`src/hw/hbf_pkg.sv`:
```
// Shared constants for the full-bridge control and protection block
package hbf_pkg;
	localparam int unsigned CLK_HZ          = 25000000;
	// Overcurrent persistence time, in nanoseconds
	localparam int unsigned OC_FILTER_NS    = 5100;
	// Overcurrent trips after more than this many cycles
	localparam int unsigned OC_FILTER_CYC   = (OC_FILTER_NS * (CLK_HZ / 1000000) + 999) / 1000;
	// Dead time between upper and lower switches, in nanoseconds
	localparam int unsigned DEAD_TIME_NS    = 200;
	localparam int unsigned DEAD_TIME_CYC_R = (DEAD_TIME_NS * (CLK_HZ / 1000000) + 999) / 1000;
	localparam int unsigned DEAD_TIME_CYC   = (DEAD_TIME_CYC_R < 1) ? 1 : DEAD_TIME_CYC_R;

	// Desired state of one bridge output
	typedef enum logic [1:0] {
		HBF_LEG_OFF,
		HBF_LEG_LOW,
		HBF_LEG_HIGH
	} hbf_leg_e;
endpackage

```
`src/hw/hbf_leg.sv`:
```
// One bridge leg: gate drive with dead time between upper and lower switches
`timescale 1ns/100ps
module hbf_leg
	import hbf_pkg::*;
#(
	parameter int unsigned DEAD_CYC = DEAD_TIME_CYC
) (
	// Clock and reset
	input  wire logic     clk_in,
	input  wire logic     rst_n_in,
	// Requested output state
	input  wire hbf_leg_e target_in,
	// Gate drives
	output logic          upper_on_out,
	output logic          lower_on_out
);
	logic [7:0] dead_cnt_ff;
	logic [7:0] nxt_dead_cnt;
	logic       upper_ff;
	logic       nxt_upper;
	logic       lower_ff;
	logic       nxt_lower;

	always_comb begin
		nxt_upper    = upper_ff;
		nxt_lower    = lower_ff;
		nxt_dead_cnt = dead_cnt_ff;
		if (target_in == HBF_LEG_OFF) begin
			// Switching off is immediate; faults must not wait
			nxt_upper    = 1'b0;
			nxt_lower    = 1'b0;
			nxt_dead_cnt = 8'(DEAD_CYC);
		end else if ((target_in == HBF_LEG_HIGH && lower_ff) ||
				(target_in == HBF_LEG_LOW && upper_ff)) begin
			// Opposite switch off first, then wait dead time
			nxt_upper    = 1'b0;
			nxt_lower    = 1'b0;
			nxt_dead_cnt = 8'(DEAD_CYC);
		end else if (dead_cnt_ff != 8'h00) begin
			nxt_dead_cnt = dead_cnt_ff - 8'h01;
		end else begin
			nxt_upper = (target_in == HBF_LEG_HIGH);
			nxt_lower = (target_in == HBF_LEG_LOW);
		end
	end

	always_ff @(posedge clk_in or negedge rst_n_in) begin
		if (!rst_n_in) begin
			upper_ff    <= 1'b0;
			lower_ff    <= 1'b0;
			dead_cnt_ff <= 8'(DEAD_CYC);
		end else begin
			upper_ff    <= nxt_upper;
			lower_ff    <= nxt_lower;
			dead_cnt_ff <= nxt_dead_cnt;
		end
	end

	assign upper_on_out = upper_ff;
	assign lower_on_out = lower_ff;

	never_both_on_a: assert property (@(posedge clk_in) disable iff (!rst_n_in)
		!(upper_ff && lower_ff))
		else $error("Both switches of a leg on");
	dead_gap_a: assert property (@(posedge clk_in) disable iff (!rst_n_in)
		$fell(lower_ff) |-> !upper_ff [*2])
		else $error("No dead gap after lower off");
	upper_gap_a: assert property (@(posedge clk_in) disable iff (!rst_n_in)
		$fell(upper_ff) |-> !lower_ff [*2])
		else $error("No dead gap after upper off");
endmodule

```
`src/hw/hbf_ctrl.sv`:
```
// Full-bridge control: input decode, fault latches, overcurrent filter
// Contract
// - Overvoltage forces all outputs high impedance
// - Overvoltage shutdown self-recovers, never latches
// - Overtemperature forces all outputs high impedance
// - Thermal/overcurrent latch until both inputs low
// - Any of four transistor sensors counts
// - Overcurrent trips only after filter time
// - Overcurrent trip turns every transistor off
// - PWM toggling alternates drive and brake
// - Dead time between upper and lower switching
// - Decode inputs to brake/forward/reverse/stop
`timescale 1ns/100ps
module hbf_ctrl
	import hbf_pkg::*;
#(
	parameter int unsigned OC_CYC   = OC_FILTER_CYC,
	parameter int unsigned DEAD_CYC = DEAD_TIME_CYC
) (
	// Clock and reset
	input  wire logic       clk_in,
	input  wire logic       rst_n_in,
	// Host control pins
	input  wire logic       control_input_a_in,
	input  wire logic       control_input_b_in,
	// Analog detectors
	input  wire logic       overvoltage_in,
	input  wire logic       overtemp_in,
	input  wire logic [3:0] overcurrent_in,
	// Gate drives: index 0 upper A, 1 lower A, 2 upper B, 3 lower B
	output logic [3:0]      gate_on_out,
	// Status
	output logic            overvoltage_shutdown_out,
	output logic            thermal_shutdown_out,
	output logic            overcurrent_shutdown_out
);
	// Two-stage synchronisers for all asynchronous inputs
	logic [7:0] sync1_ff;
	logic [7:0] sync2_ff;
	always_ff @(posedge clk_in or negedge rst_n_in) begin
		if (!rst_n_in) begin
			sync1_ff <= 8'h00;
			sync2_ff <= 8'h00;
		end else begin
			sync1_ff <= {overcurrent_in, overtemp_in, overvoltage_in,
				control_input_b_in, control_input_a_in};
			sync2_ff <= sync1_ff;
		end
	end

	logic       in_a;
	logic       in_b;
	logic       ov_det;
	logic       ot_det;
	logic [3:0] oc_det;
	assign in_a   = sync2_ff[0];
	assign in_b   = sync2_ff[1];
	assign ov_det = sync2_ff[2];
	assign ot_det = sync2_ff[3];
	assign oc_det = sync2_ff[7:4];

	// Fault latches and overcurrent filter
	logic        therm_ff;
	logic        nxt_therm;
	logic        ocl_ff;
	logic        nxt_ocl;
	logic [15:0] oc_cnt_ff;
	logic [15:0] nxt_oc_cnt;
	logic        release_req;
	logic        oc_trip;

	assign release_req = !in_a && !in_b;
	assign oc_trip     = (|oc_det) && (oc_cnt_ff >= 16'(OC_CYC));

	always_comb begin
		nxt_oc_cnt = 16'h0000;
		if (|oc_det) begin
			// Saturate so a stuck sensor cannot wrap the filter
			nxt_oc_cnt = (oc_cnt_ff == 16'hFFFF) ? oc_cnt_ff : oc_cnt_ff + 16'h0001;
		end
		nxt_therm = therm_ff;
		nxt_ocl   = ocl_ff;
		// Set wins over release when both happen at once
		if (release_req) begin
			nxt_therm = 1'b0;
			nxt_ocl   = 1'b0;
		end
		if (ot_det) begin
			nxt_therm = 1'b1;
		end
		if (oc_trip) begin
			nxt_ocl = 1'b1;
		end
	end

	always_ff @(posedge clk_in or negedge rst_n_in) begin
		if (!rst_n_in) begin
			therm_ff  <= 1'b0;
			ocl_ff    <= 1'b0;
			oc_cnt_ff <= 16'h0000;
		end else begin
			therm_ff  <= nxt_therm;
			ocl_ff    <= nxt_ocl;
			oc_cnt_ff <= nxt_oc_cnt;
		end
	end

	// Overvoltage follows the detector level, no latch
	logic fault_any;
	assign fault_any = ov_det || therm_ff || ocl_ff;

	// Decode requested leg states
	hbf_leg_e tgt_a;
	hbf_leg_e tgt_b;
	always_comb begin
		tgt_a = HBF_LEG_OFF;
		tgt_b = HBF_LEG_OFF;
		if (!fault_any) begin
			// Each input combination maps straight to drive, brake or stop
			unique case ({in_a, in_b})
				2'b11: begin
					tgt_a = HBF_LEG_LOW;
					tgt_b = HBF_LEG_LOW;
				end
				2'b01: begin
					tgt_a = HBF_LEG_LOW;
					tgt_b = HBF_LEG_HIGH;
				end
				2'b10: begin
					tgt_a = HBF_LEG_HIGH;
					tgt_b = HBF_LEG_LOW;
				end
				2'b00: begin
					tgt_a = HBF_LEG_OFF;
					tgt_b = HBF_LEG_OFF;
				end
			endcase
		end
	end

	// Legs insert dead time themselves, so host direct reversal is safe
	hbf_leg #(
		.DEAD_CYC (DEAD_CYC)
	) u_leg_a (
		.clk_in       (clk_in),
		.rst_n_in     (rst_n_in),
		.target_in    (tgt_a),
		.upper_on_out (gate_on_out[0]),
		.lower_on_out (gate_on_out[1])
	);
	hbf_leg #(
		.DEAD_CYC (DEAD_CYC)
	) u_leg_b (
		.clk_in       (clk_in),
		.rst_n_in     (rst_n_in),
		.target_in    (tgt_b),
		.upper_on_out (gate_on_out[2]),
		.lower_on_out (gate_on_out[3])
	);

	assign overvoltage_shutdown_out = ov_det;
	assign thermal_shutdown_out     = therm_ff;
	assign overcurrent_shutdown_out = ocl_ff;

	// Drive checks allow eight cycles, enough for a reversal with the default dead time
	ov_off_a: assert property (@(posedge clk_in) disable iff (!rst_n_in)
		ov_det |=> gate_on_out == 4'h0)
		else $error("Gate on during overvoltage");
	ov_recover_a: assert property (@(posedge clk_in) disable iff (!rst_n_in)
		$fell(ov_det) && !therm_ff && !ocl_ff && (in_a || in_b)
		|-> tgt_a != HBF_LEG_OFF && tgt_b != HBF_LEG_OFF)
		else $error("Overvoltage latched");
	ot_latch_a: assert property (@(posedge clk_in) disable iff (!rst_n_in)
		ot_det |=> therm_ff ##1 gate_on_out == 4'h0)
		else $error("Thermal not latched");
	latch_hold_a: assert property (@(posedge clk_in) disable iff (!rst_n_in)
		therm_ff && !release_req |=> therm_ff)
		else $error("Thermal latch lost");
	therm_clear_a: assert property (@(posedge clk_in) disable iff (!rst_n_in)
		therm_ff && release_req && !ot_det |=> !therm_ff)
		else $error("Thermal not released");
	latch_clear_a: assert property (@(posedge clk_in) disable iff (!rst_n_in)
		ocl_ff && release_req && !oc_trip |=> !ocl_ff)
		else $error("Overcurrent not released");
	oc_restart_a: assert property (@(posedge clk_in) disable iff (!rst_n_in)
		!(|oc_det) |=> oc_cnt_ff == 16'h0000)
		else $error("Overcurrent filter not restarted");
	oc_short_a: assert property (@(posedge clk_in) disable iff (!rst_n_in)
		(|oc_det) && oc_cnt_ff < 16'(OC_CYC) && !ocl_ff |=> !ocl_ff)
		else $error("Short overcurrent tripped");
	oc_filter_a: assert property (@(posedge clk_in) disable iff (!rst_n_in)
		$rose(ocl_ff) |-> $past(oc_cnt_ff) >= 16'(OC_CYC))
		else $error("Overcurrent tripped early");
	oc_any_a: assert property (@(posedge clk_in) disable iff (!rst_n_in)
		oc_trip |=> ocl_ff ##1 gate_on_out == 4'h0)
		else $error("Overcurrent not acted on");
	fault_force_a: assert property (@(posedge clk_in) disable iff (!rst_n_in)
		fault_any |=> gate_on_out == 4'h0)
		else $error("Gate on during fault");
	short_brake_a: assert property (@(posedge clk_in) disable iff (!rst_n_in)
		in_a && in_b && !fault_any [*8] |-> gate_on_out == 4'b1010)
		else $error("Brake not applied");
	fwd_drive_a: assert property (@(posedge clk_in) disable iff (!rst_n_in)
		!in_a && in_b && !fault_any [*8] |-> gate_on_out == 4'b0110)
		else $error("Forward drive not applied");
	rev_drive_a: assert property (@(posedge clk_in) disable iff (!rst_n_in)
		in_a && !in_b && !fault_any [*8] |-> gate_on_out == 4'b1001)
		else $error("Reverse drive not applied");
	stop_off_a: assert property (@(posedge clk_in) disable iff (!rst_n_in)
		!in_a && !in_b |=> gate_on_out == 4'h0)
		else $error("Gate on in stop");

	brake_cov_c: cover property (@(posedge clk_in) gate_on_out == 4'b1010);
	rev_cov_c: cover property (@(posedge clk_in) gate_on_out == 4'b1001);
	fwd_cov_c: cover property (@(posedge clk_in) gate_on_out == 4'b0110);
	oc_trip_cov_c: cover property (@(posedge clk_in) $rose(ocl_ff));
	therm_rel_cov_c: cover property (@(posedge clk_in) $fell(therm_ff));
endmodule

```
`config.mk`:
```
export PLATFORM = sky130hd
export DESIGN_NAME = hbf_ctrl
export DESIGN_NICKNAME = d
export VERILOG_FILES = /design/src/hw/hbf_pkg.sv /design/src/hw/hbf_leg.sv /design/src/hw/hbf_ctrl.sv
export SDC_FILE = /design/constraint.sdc
export NUM_CORES = 1
export LEC_CHECK = 0
export ABC_AREA = 1
export BUFFER_PORTS_ARGS = -buffer_cell sky130_fd_sc_hd__buf_4
export CAP_MARGIN = 20
export CORE_MARGIN = 1
export CORE_UTILIZATION = 48
export CTS_BUF_LIST = sky130_fd_sc_hd__clkbuf_2
export CTS_CLUSTER_DIAMETER = 200
export DETAILED_ROUTE_END_ITERATION = 7
export PLACE_DENSITY = 0.63
export SLEW_MARGIN = 20
export SYNTH_ARGS = -nofsm -noshare
export SYNTH_HDL_FRONTEND = slang
export SYNTH_HIERARCHICAL = 1
export SYNTH_SLANG_ARGS = --single-unit
```
`constraint.sdc`:
```
create_clock -name clk_in -period 2.6 [get_ports clk_in]
set_input_delay 0.26 -clock clk_in [delete_from_list [all_inputs] [get_ports clk_in]]
set_output_delay 0.26 -clock clk_in [all_outputs]
set_load 0.02 [all_outputs]
```
Word level (Yosys, flattened, before mapping)
Index checks and enable logic that the tools add are counted.
- add/subtract/negate cells: 3
- multipliers: 0
- div/mod/pow operators: 0
- magnitude comparators: 1
- equality and inequality tests: 11
- shift-type cells: 0
- mux-type cells: 27
- bitwise gates (word level): 0
- reductions and logical operators: 24
- operators by type and width (cell ; count):
    2-to-1 mux 8 bit ; 6
    2-to-1 mux 16 bit ; 2
    adder 16 x 1 -> 16 bit (second input constant) ; 1
    == test 16 bit (second input constant) ; 1
    >= comparator 16 x 8 -> 1 bit (second input constant) ; 1
    nonzero test 8 bit ; 2
    subtractor 8 x 1 -> 8 bit (second input constant) ; 2
    2-to-1 mux 1 bit ; 15
    one-hot mux 2 bit (3 select lines) ; 2
    == test 2 bit (second input constant) ; 4
    == test 2 x 1 -> 1 bit (second input constant) ; 3
    logical AND 1 bit ; 6
    logical NOT 2 bit ; 3
    != test 3 x 1 -> 1 bit (second input constant) ; 2
    nonzero test 3 bit ; 2
    logical OR 1 bit ; 4
    2-to-1 mux 2 bit ; 2
    nonzero test 2 bit ; 2
    OR reduction 2 bit ; 2
    OR reduction 4 bit ; 1
    logical NOT 1 bit ; 2
    != test 2 bit (second input constant) ; 1
- register bits: 54
- latch bits: 0
- memory bits (writable): 0
- ROM bits: 0
- bits of input ports: 10
- logic and storage cells: 77
- memories kept: 0

Logic depth before layout (Yosys ltp)
Gate-level depths: netlist (run 1).
- depth after elaboration: 9
- mapped depth: 10
- mapped depth without buffers: 10

Hierarchy
Netlist (run 1), hierarchy kept.
- by module, submodules not included (module ; instances ; cells each ; area an instance (sq um) ; seq. area each (sq um)):
    hbf_ctrl ; 1 ; 179 ; 1530.2 ; 850.8
    hbf_leg ; 2 ; 81 ; 589.3 ; 252.7

Least setup slack after synthesis (run 1)
No wires, ideal clock.
- path kind: register -> register
- start point: register therm_ff, in the netlist thermal_shutdown_out
- end point: register u_leg_a.upper_ff, in the netlist u_leg_a/upper_on_out
- setup time: 0.118 ns
- arrival time: 1.296 ns
- data required time: 2.482 ns
- path slack: 1.186 ns
- stages on the path, launching flop included: 11
- path buffers: 0
- clock period less this slack: 1.414 ns
- path through: dfrtp_1 -> nor2_1 -> nand2_1 -> nor2_1 -> inv_2 -> nand2_1 -> nand2_1 -> o21ai_4 -> nand2_2 -> nand2_1 -> nand2_1
- word-level cells in the longest chain between the ends: 8
- elaborated cells between the ends (all ways): 13
- classes of those cells: 3 x eq/ne; 4 x mux; 6 x reduce/logical
- ends and longest elaborated chain (what ; RTL line ; source):
    start, declared ; hbf_ctrl.sv:63 ; logic therm_ff;
    start signal, assigned ; hbf_ctrl.sv:102 ; therm_ff <= nxt_therm;
    logical OR 1 bit (*) (2 in a row) ; hbf_ctrl.sv:110 ; assign fault_any = ov_det || therm_ff || ocl_ff;
    2-to-1 mux 2 bit (*) ; hbf_ctrl.sv:118 ; if (!fault_any) begin
    via tgt_a[0] ; hbf_ctrl.sv:113 ; hbf_leg_e tgt_a;
    == test 2 bit / == test 2 x 1 -> 1 bit (equally long branches) ; hbf_leg.sv:33, hbf_leg.sv:42, hbf_leg.sv:34 ;
    logical AND 1 bit, on equally long branches ; hbf_leg.sv:33, hbf_leg.sv:34 ;
    logical OR 1 bit ; hbf_leg.sv:33 ; end else if ((target_in == HBF_LEG_HIGH && lower_ff) ||
    2-to-1 mux 1 bit ; hbf_leg.sv:33 ;
    2-to-1 mux 1 bit ; hbf_leg.sv:28 ; if (target_in == HBF_LEG_OFF) begin
    end signal, assigned ; hbf_leg.sv:53 ; upper_ff <= nxt_upper;
    end, declared ; hbf_leg.sv:19 ; logic upper_ff;
The timed path passes the listed nets; every way through them passes the cells marked *. The select of a mux whose other input is x is not followed.
A chain may end at the register's enable or synchronous reset.

Worst setup path in the final report (run 1)
- start point: register oc_cnt_ff[1]
- end point: register oc_cnt_ff[1]
- word-level cells in the longest chain between the ends: 3
- elaborated cells between the ends (all ways): 5
- classes of those cells: 1 x add/sub; 2 x eq/ne; 2 x mux
- ends and longest elaborated chain (what ; RTL line ; source):
    start, declared ; hbf_ctrl.sv:67 ; logic [15:0] oc_cnt_ff;
    start signal, assigned ; hbf_ctrl.sv:104 ; oc_cnt_ff <= nxt_oc_cnt;
    adder 16 x 1 -> 16 bit ; hbf_ctrl.sv:79 ; nxt_oc_cnt = (oc_cnt_ff == 16'hFFFF) ? oc_cnt_ff : oc_cnt_ff + 16'h0001;
    2-to-1 mux 16 bit ; hbf_ctrl.sv:79 ;
    2-to-1 mux 16 bit ; hbf_ctrl.sv:77 ; if (|oc_det) begin
Parallel ways exist; a longest one is shown, timed or not. The select of a mux whose other input is x is not followed.

==> flow_metrics.tcl, run 1 <==
set metrics [dict create \
    grt_setup_unrepaired "no" \
    cts_sinks 54 \
    synth_most_common_cell "nand2_1" \
    outcome "complete, no violations" \
    die_x_microns 77.12 \
    rows 26 \
    insertion_delay_ns 0.46 \
    p_int_mw 1.139 \
    synth_area_sq_um 2709 \
    grt_pass1_wl_mm 9.004 \
    power_switching_uw 549.6 \
    synth-edff-count 0 \
    post_cts_buffers 0 \
    synth.avg_cell_area_sq_um 7.944 \
    core_area_sq_um 5270 \
    nets 384 \
    synth-compound-area-share_pct 4.065 \
    die_h_microns 77.12 \
    h-tree-depth 2 \
    worstSetupPathType "register to register" \
    setup_slack_ns 0.9000 \
    vias 2135 \
    synth_simple_gate_area_share_pct 36.63 \
    drc 0 \
    cts_tree "done" \
    synth_top_area_share_pct 46.19 \
    critPathMaxFanout 15 \
    antenna_found_initial 0 \
    synth_common_cells "106 x nand2_1, 50 x dfrtp_1, 44 x nor2_1" \
    ys_types 26 \
    seq_power_share_pct 59.4 \
    synth_cells 341 \
    dr.pass1.iters 4 \
    finalHoldViolCount 0 \
    period_minus_slack_ns 1.700 \
    avgRoutedWirePerCell_microns 11.19 \
    p_leak_nw 1.540 \
    synth_area_leaders "dfrtp_1 46%, nand2_1 15%, nor2_1 6.1%" \
    clk_pin_slew_worst_paths_ns 0.31 \
    routed_wl_mm 4.933 \
    skew_ns 0.03070 \
    grt.overflow.total 0 \
    layout-drive-gt1-share_pct 16.44 \
    switching_share_pct 32.54 \
    crit_path_start_kind "register" \
    peakVddDrop_v 0.0003698 \
    finalSetupViolCount 0 \
    totalPowerFinal_mw 1.689 \
    clk_path_buf_depth 2 \
    crit_arrival_ns 2.09 \
    synth_top_family_by_area "simple AND/OR/NAND/NOR gates" \
    synth-xor-area-share_pct 0.6467 \
    preCtsSetupSlack_ns 0.9266 \
    grt_pass1_vias 2079 \
    synth_nets 355 \
    area_growth_pct 12.10 \
    start_util_pct 51.40 \
    ios 17 \
    yosys_warnings 6 \
    drtAntennaViolNets 0 \
    required_ns 2.99 \
    drv_slew 0 \
    ys_ff_latch 54 \
    fmax_mhz 588.2 \
    synth_top_cell_by_area "dfrtp_1" \
    hold_ws_ns 0.3067 \
    slew_headroom_pct 49.76 \
    hpwl_mm 3.540 \
    hp-class "input port to asynchronous set/reset pin" \
    yosysSeqAreaShare_pct 50.07 \
    max_cap_violations 0 \
    dieArea_sq_um 5947 \
    pwr-share-clk_pct 21.6 \
    place_congestion 0.8049 \
    num_antenna_cells 0 \
    cts_buffers 5 \
    synth.area.mux_share_pct 0 \
    viasPerCell 4.841 \
    io_buffer_count 16 \
    fin_crit_sh_pct 65.39 \
    grt_max_degree 55 \
    comb_power_share_pct 19.0 \
    drt_first_iter_violations 135 \
    setup.worst_path.end_class "register" \
    async_reset_ff_share_pct 100.0 \
    yosys.area_share.adder_pct 1.848 \
    cts_root_buf "clkbuf_2" \
    ys.flop_type "dfrtp_1" \
    power_density_nw_per_um2 556.2 \
    gr-usage-all-layers_pct 19.17 \
    max_slew.worst_pin.slew_ns 0.7517 \
    setup_tns_ns 0 \
]
## layout by cell type (no fill, tap or decap)
cell type,n
o21ai_4,2
nor2_2,6
nor2_4,4
nand3_2,1
a21oi_1,8
dfrtp_1,50
and2_1,1
nor3_4,1
or2_2,5
and2_0,1
inv_2,5
dfstp_2,4
nand2_2,8
nand3_1,27
clkbuf_2,5
nand4_1,7
inv_6,2
o21ai_0,6
nor2_1,44
nand2_1,106
o21bai_1,1
inv_1,38
xor2_1,2
clkinv_4,1
nand3_4,1
ha_1,4
dlygate4sd3_1,9
nor3_1,6
buf_4,16
## repair_timing
| action | CTS | global route |
|---|---|---|
| gates resized for setup | 0 | 0 |
| hold buffers | 9 | 0 |
| endpoints found under the hold margin | 58 | 0 |
| endpoints found under the setup margin | 0 | 0 |
## through the flow
step,utilization (%),area [sq um],std cells
6_report,57.62,3037,441
5_1_grt,57.62,3037,441
4_1_cts,57.62,3037,441
3_5_place_dp,54.94,2895,424
3_3_place_gp,54.94,2895,424
2_1_floorplan,-,2709,341
## area by class of cell
class | count | area [sq um]
clock buffers | 5 | 25.02
clock inverters | 3 | 26.28
fillers | 489 | 2233
inverters | 43 | 161.4
multi-input cells | 241 | 1170
flip-flops and latches | 54 | 1356
well taps | 70 | 87.58
repair buffers | 25 | 210.2
## state kept, by name, indices dropped and copies added (netlist names)
signal	cells
oc_cnt_ff	16
sync1_ff	8
sync2_ff	8
u_leg_a/dead_cnt_ff	8
u_leg_b/dead_cnt_ff	8
overcurrent_shutdown_out	1
thermal_shutdown_out	1
u_leg_a/lower_on_out	1
u_leg_a/upper_on_out	1
u_leg_b/lower_on_out	1
u_leg_b/upper_on_out	1
## power by group through the flow
stage / registers [mW] / clock network [mW] / logic, mW
6_report: 1.00 / 0.365 / 0.321
3_3_place_gp: 1.01 / 0 / 0.304
2_1_floorplan: 1.01 / 0 / 0.231
3_5_place_dp: 1.02 / 0 / 0.311
4_1_cts: 1.00 / 0.386 / 0.324
5_1_grt: 1.02 / 0.417 / 0.375
## critical path, stage by stage (launching register included)
cell and delay, ns:
dfrtp_1 0.48, ha_1 0.30, nand3_2 0.14, nor3_4 0.28, nand3_4 0.24, nand3_1 0.14, nand2_1 0.06
## metal layers
metal / track usage [%] / wire length, microns
met5: 0 / 0
met3: 4.405 / 140
met2: 31.68 / 2272
met4: 5.660 / 27
met1: 24.98 / 2492
## cells by family after synthesis
group / count (synthesis)
simple gates: 218
xor+xnor: 2
buf+inv: 46
fa+ha+maj: 4
flops: 54
compound gates: 17
## final timing paths
kind	start	endpoint	slack, ns	cells after the start
setup / recovery	oc_cnt_ff[1]$_DFFE_PN0P_	oc_cnt_ff[1]$_DFFE_PN0P_	0.90	6
hold / removal	rst_n_in	oc_cnt_ff[13]$_DFFE_PN0P_	0.31	2
setup reg to reg	oc_cnt_ff[1]$_DFFE_PN0P_	oc_cnt_ff[1]$_DFFE_PN0P_	0.90	6
hold reg to reg	sync1_ff[4]$_DFF_PN0_	sync2_ff[4]$_DFF_PN0_	0.39	0
max in group asynchronous	rst_n_in	u_leg_b/dead_cnt_ff[1]$_DFFE_PN0P_	1.82	2
min in group clk_in	sync1_ff[4]$_DFF_PN0_	sync2_ff[4]$_DFF_PN0_	0.39	0
Power figures use the tool's default switching activity.
==> run 2, diff against run 1 <==
- clock period: 2.6 -> 1.7 ns (I/O delays scaled with it)
==> flow_metrics.tcl, run 2 (synthesis results as in run 1) <==
set metrics [dict create \
    outcome "complete, no violations" \
    peakVddDrop_v 0.0005696 \
    max_cap_violations 0 \
    viasPerCell 4.837 \
    largest_reg_flops 16 \
    finalHoldViolCount 0 \
    cts_root_buf "clkbuf_2" \
    cts_tree "done" \
    core_area_sq_um 5270 \
    layout-drive-gt1-share_pct 17.43 \
    dieArea_sq_um 5947 \
    avgRoutedWirePerCell_microns 11.47 \
    ff2ff_setup_slack_ns 0.13 \
    final_cell_mix "106 x nand2_1, 50 x dfrtp_1, 43 x nor2_1" \
    totalPowerFinal_mw 2.609 \
    rr_worst_depth 8 \
    hp-class "input port to asynchronous set/reset pin" \
    rows 26 \
    grtUsageMet1_pct 25.81 \
    fin_crit_sh_pct 92.40 \
    drc 0 \
    p_leak_nw 1.549 \
    h-tree-depth 2 \
    nets 386 \
    die_x_microns 77.12 \
    dr.pass1.iters 5 \
    finalSetupViolCount 0 \
    grt_max_degree 55 \
    final_core_util_pct 58.05 \
    r2r-start "thermal_shutdown_out$_DFFE_PN0P_" \
    layout_commonest_cell "nand2_1" \
    clk_path_buf_depth 2 \
    final_area_sq_um 3059 \
    grt_pass1_wl_mm 9.059 \
    clk_pin_slew_worst_paths_ns 0.32 \
    crit_path_start_kind "register" \
    post_cts_buffers 0 \
    insertion_delay_ns 0.47 \
    grt_setup_unrepaired "yes" \
    slew_headroom_pct 56.04 \
    io_buffer_count 16 \
    die_h_microns 77.12 \
    setup.worst_path.start "thermal_shutdown_out$_DFFE_PN0P_" \
    endpoint "u_leg_b/upper_on_out$_DFFE_PN0P_" \
    setup.worst_path.end_class "register" \
    grt_pass1_vias 1995 \
    gr-usage-all-layers_pct 19.34 \
    use_met2_pct 31.24 \
    ios 17 \
    required_ns 2.09 \
    largest-register "oc_cnt_ff" \
    start_util_pct 51.40 \
    critPathMaxFanout 6 \
    drtAntennaViolNets 0 \
    setup_tns_ns 0 \
    cts_sinks 54 \
    drt_first_iter_violations 117 \
    period_minus_slack_ns 1.571 \
    place_congestion 0.8195 \
    r2r_end "u_leg_b/upper_on_out$_DFFE_PN0P_" \
    grt.overflow.total 0 \
    hpwl_mm 3.583 \
    vias 2143 \
    antenna_found_initial 0 \
    placed_area_sq_um 2910 \
    grt.busiest_layer "met2" \
    num_antenna_cells 0 \
    nFillCells 490 \
    met3_usage_pct 4.524 \
    crit_arrival_ns 1.96 \
    max_slew.worst_pin.slew_ns 0.6594 \
    worstSetupPathType "register to register" \
    area_growth_pct 12.93 \
    cts_buffers 5 \
    fmax_mhz 636.6 \
    routed_wl_mm 5.079 \
    skew_ns 0.02334 \
    drv_slew 0 \
    power_density_nw_per_um2 852.7 \
]
[run 2: changes by cell type in the layout (fill, tap and decap cells not counted), sizes merged]
cell / delta
buf: +2
[run 2: how the worst min path moves through the flow]
stage                     startpoint                        end  slack, ns  cells past startpoint
after floorplan             rst_n_in   oc_cnt_ff[0]$_DFFE_PN0P_      -0.13                      0
after global placement      rst_n_in  oc_cnt_ff[14]$_DFFE_PN0P_       0.25                      1
after detailed placement    rst_n_in  oc_cnt_ff[14]$_DFFE_PN0P_       0.26                      1
after CTS                   rst_n_in  oc_cnt_ff[14]$_DFFE_PN0P_       0.22                      2
after global routing        rst_n_in  oc_cnt_ff[12]$_DFFE_PN0P_       0.24                      2
final                       rst_n_in  oc_cnt_ff[13]$_DFFE_PN0P_       0.20                      2
[run 2: worst max-delay path, stage by stage, from the launching register on]
cell     delay [ns]
dfrtp_1        0.47
nor2_1         0.11
nand2_1        0.11
nor3_1         0.31
nand2_1        0.15
o21ai_4        0.13
nand2_2        0.11
nand2_1        0.07
nand2_1        0.05
[run 2: repair_timing]
item,4_1_cts,5_1_grt
hold buffers,9,0
endpoints found under the hold margin,58,0
setup endpoints to repair,0,13
resized for setup,0,2
[run 2: power breakdown]
part           leakage, nW  switching (mW)  internal [mW]
registers            0.688           0.117           1.42
clock network       0.0355           0.455          0.123
logic                0.826           0.285          0.205
[run 2: area by class of cell]
cell class,instances,area (sq um),share of cell area (%)
Clock buffer,5,25.02,0.8180
Sequential cell,54,1356,44.34
Tap cell,70,87.58,2.863
Timing Repair Buffer,27,225.2,7.362
Multi-Input combinational cell,241,1175,38.41
Inverter,43,161.4,5.276
Clock inverter,3,28.78,0.9407
[run 2: metrics by stage]
step	hold WS, ns	instances	worst slack (ns)
2_1_floorplan	-0.1256	341	0.2864
3_3_place_gp	0.2538	426	0.1946
3_5_place_dp	0.2590	426	0.1428
4_1_cts	0.2174	443	0.09320
5_1_grt	0.2416	443	-0.04222
6_report	0.1972	443	0.1293
[run 2: metal layers]
metal / wire length, microns / part of all wire [%]
met5: 0 / 0
met1: 2544 / 50
met2: 2280 / 45
met3: 200 / 3.9
met4: 55 / 1.1
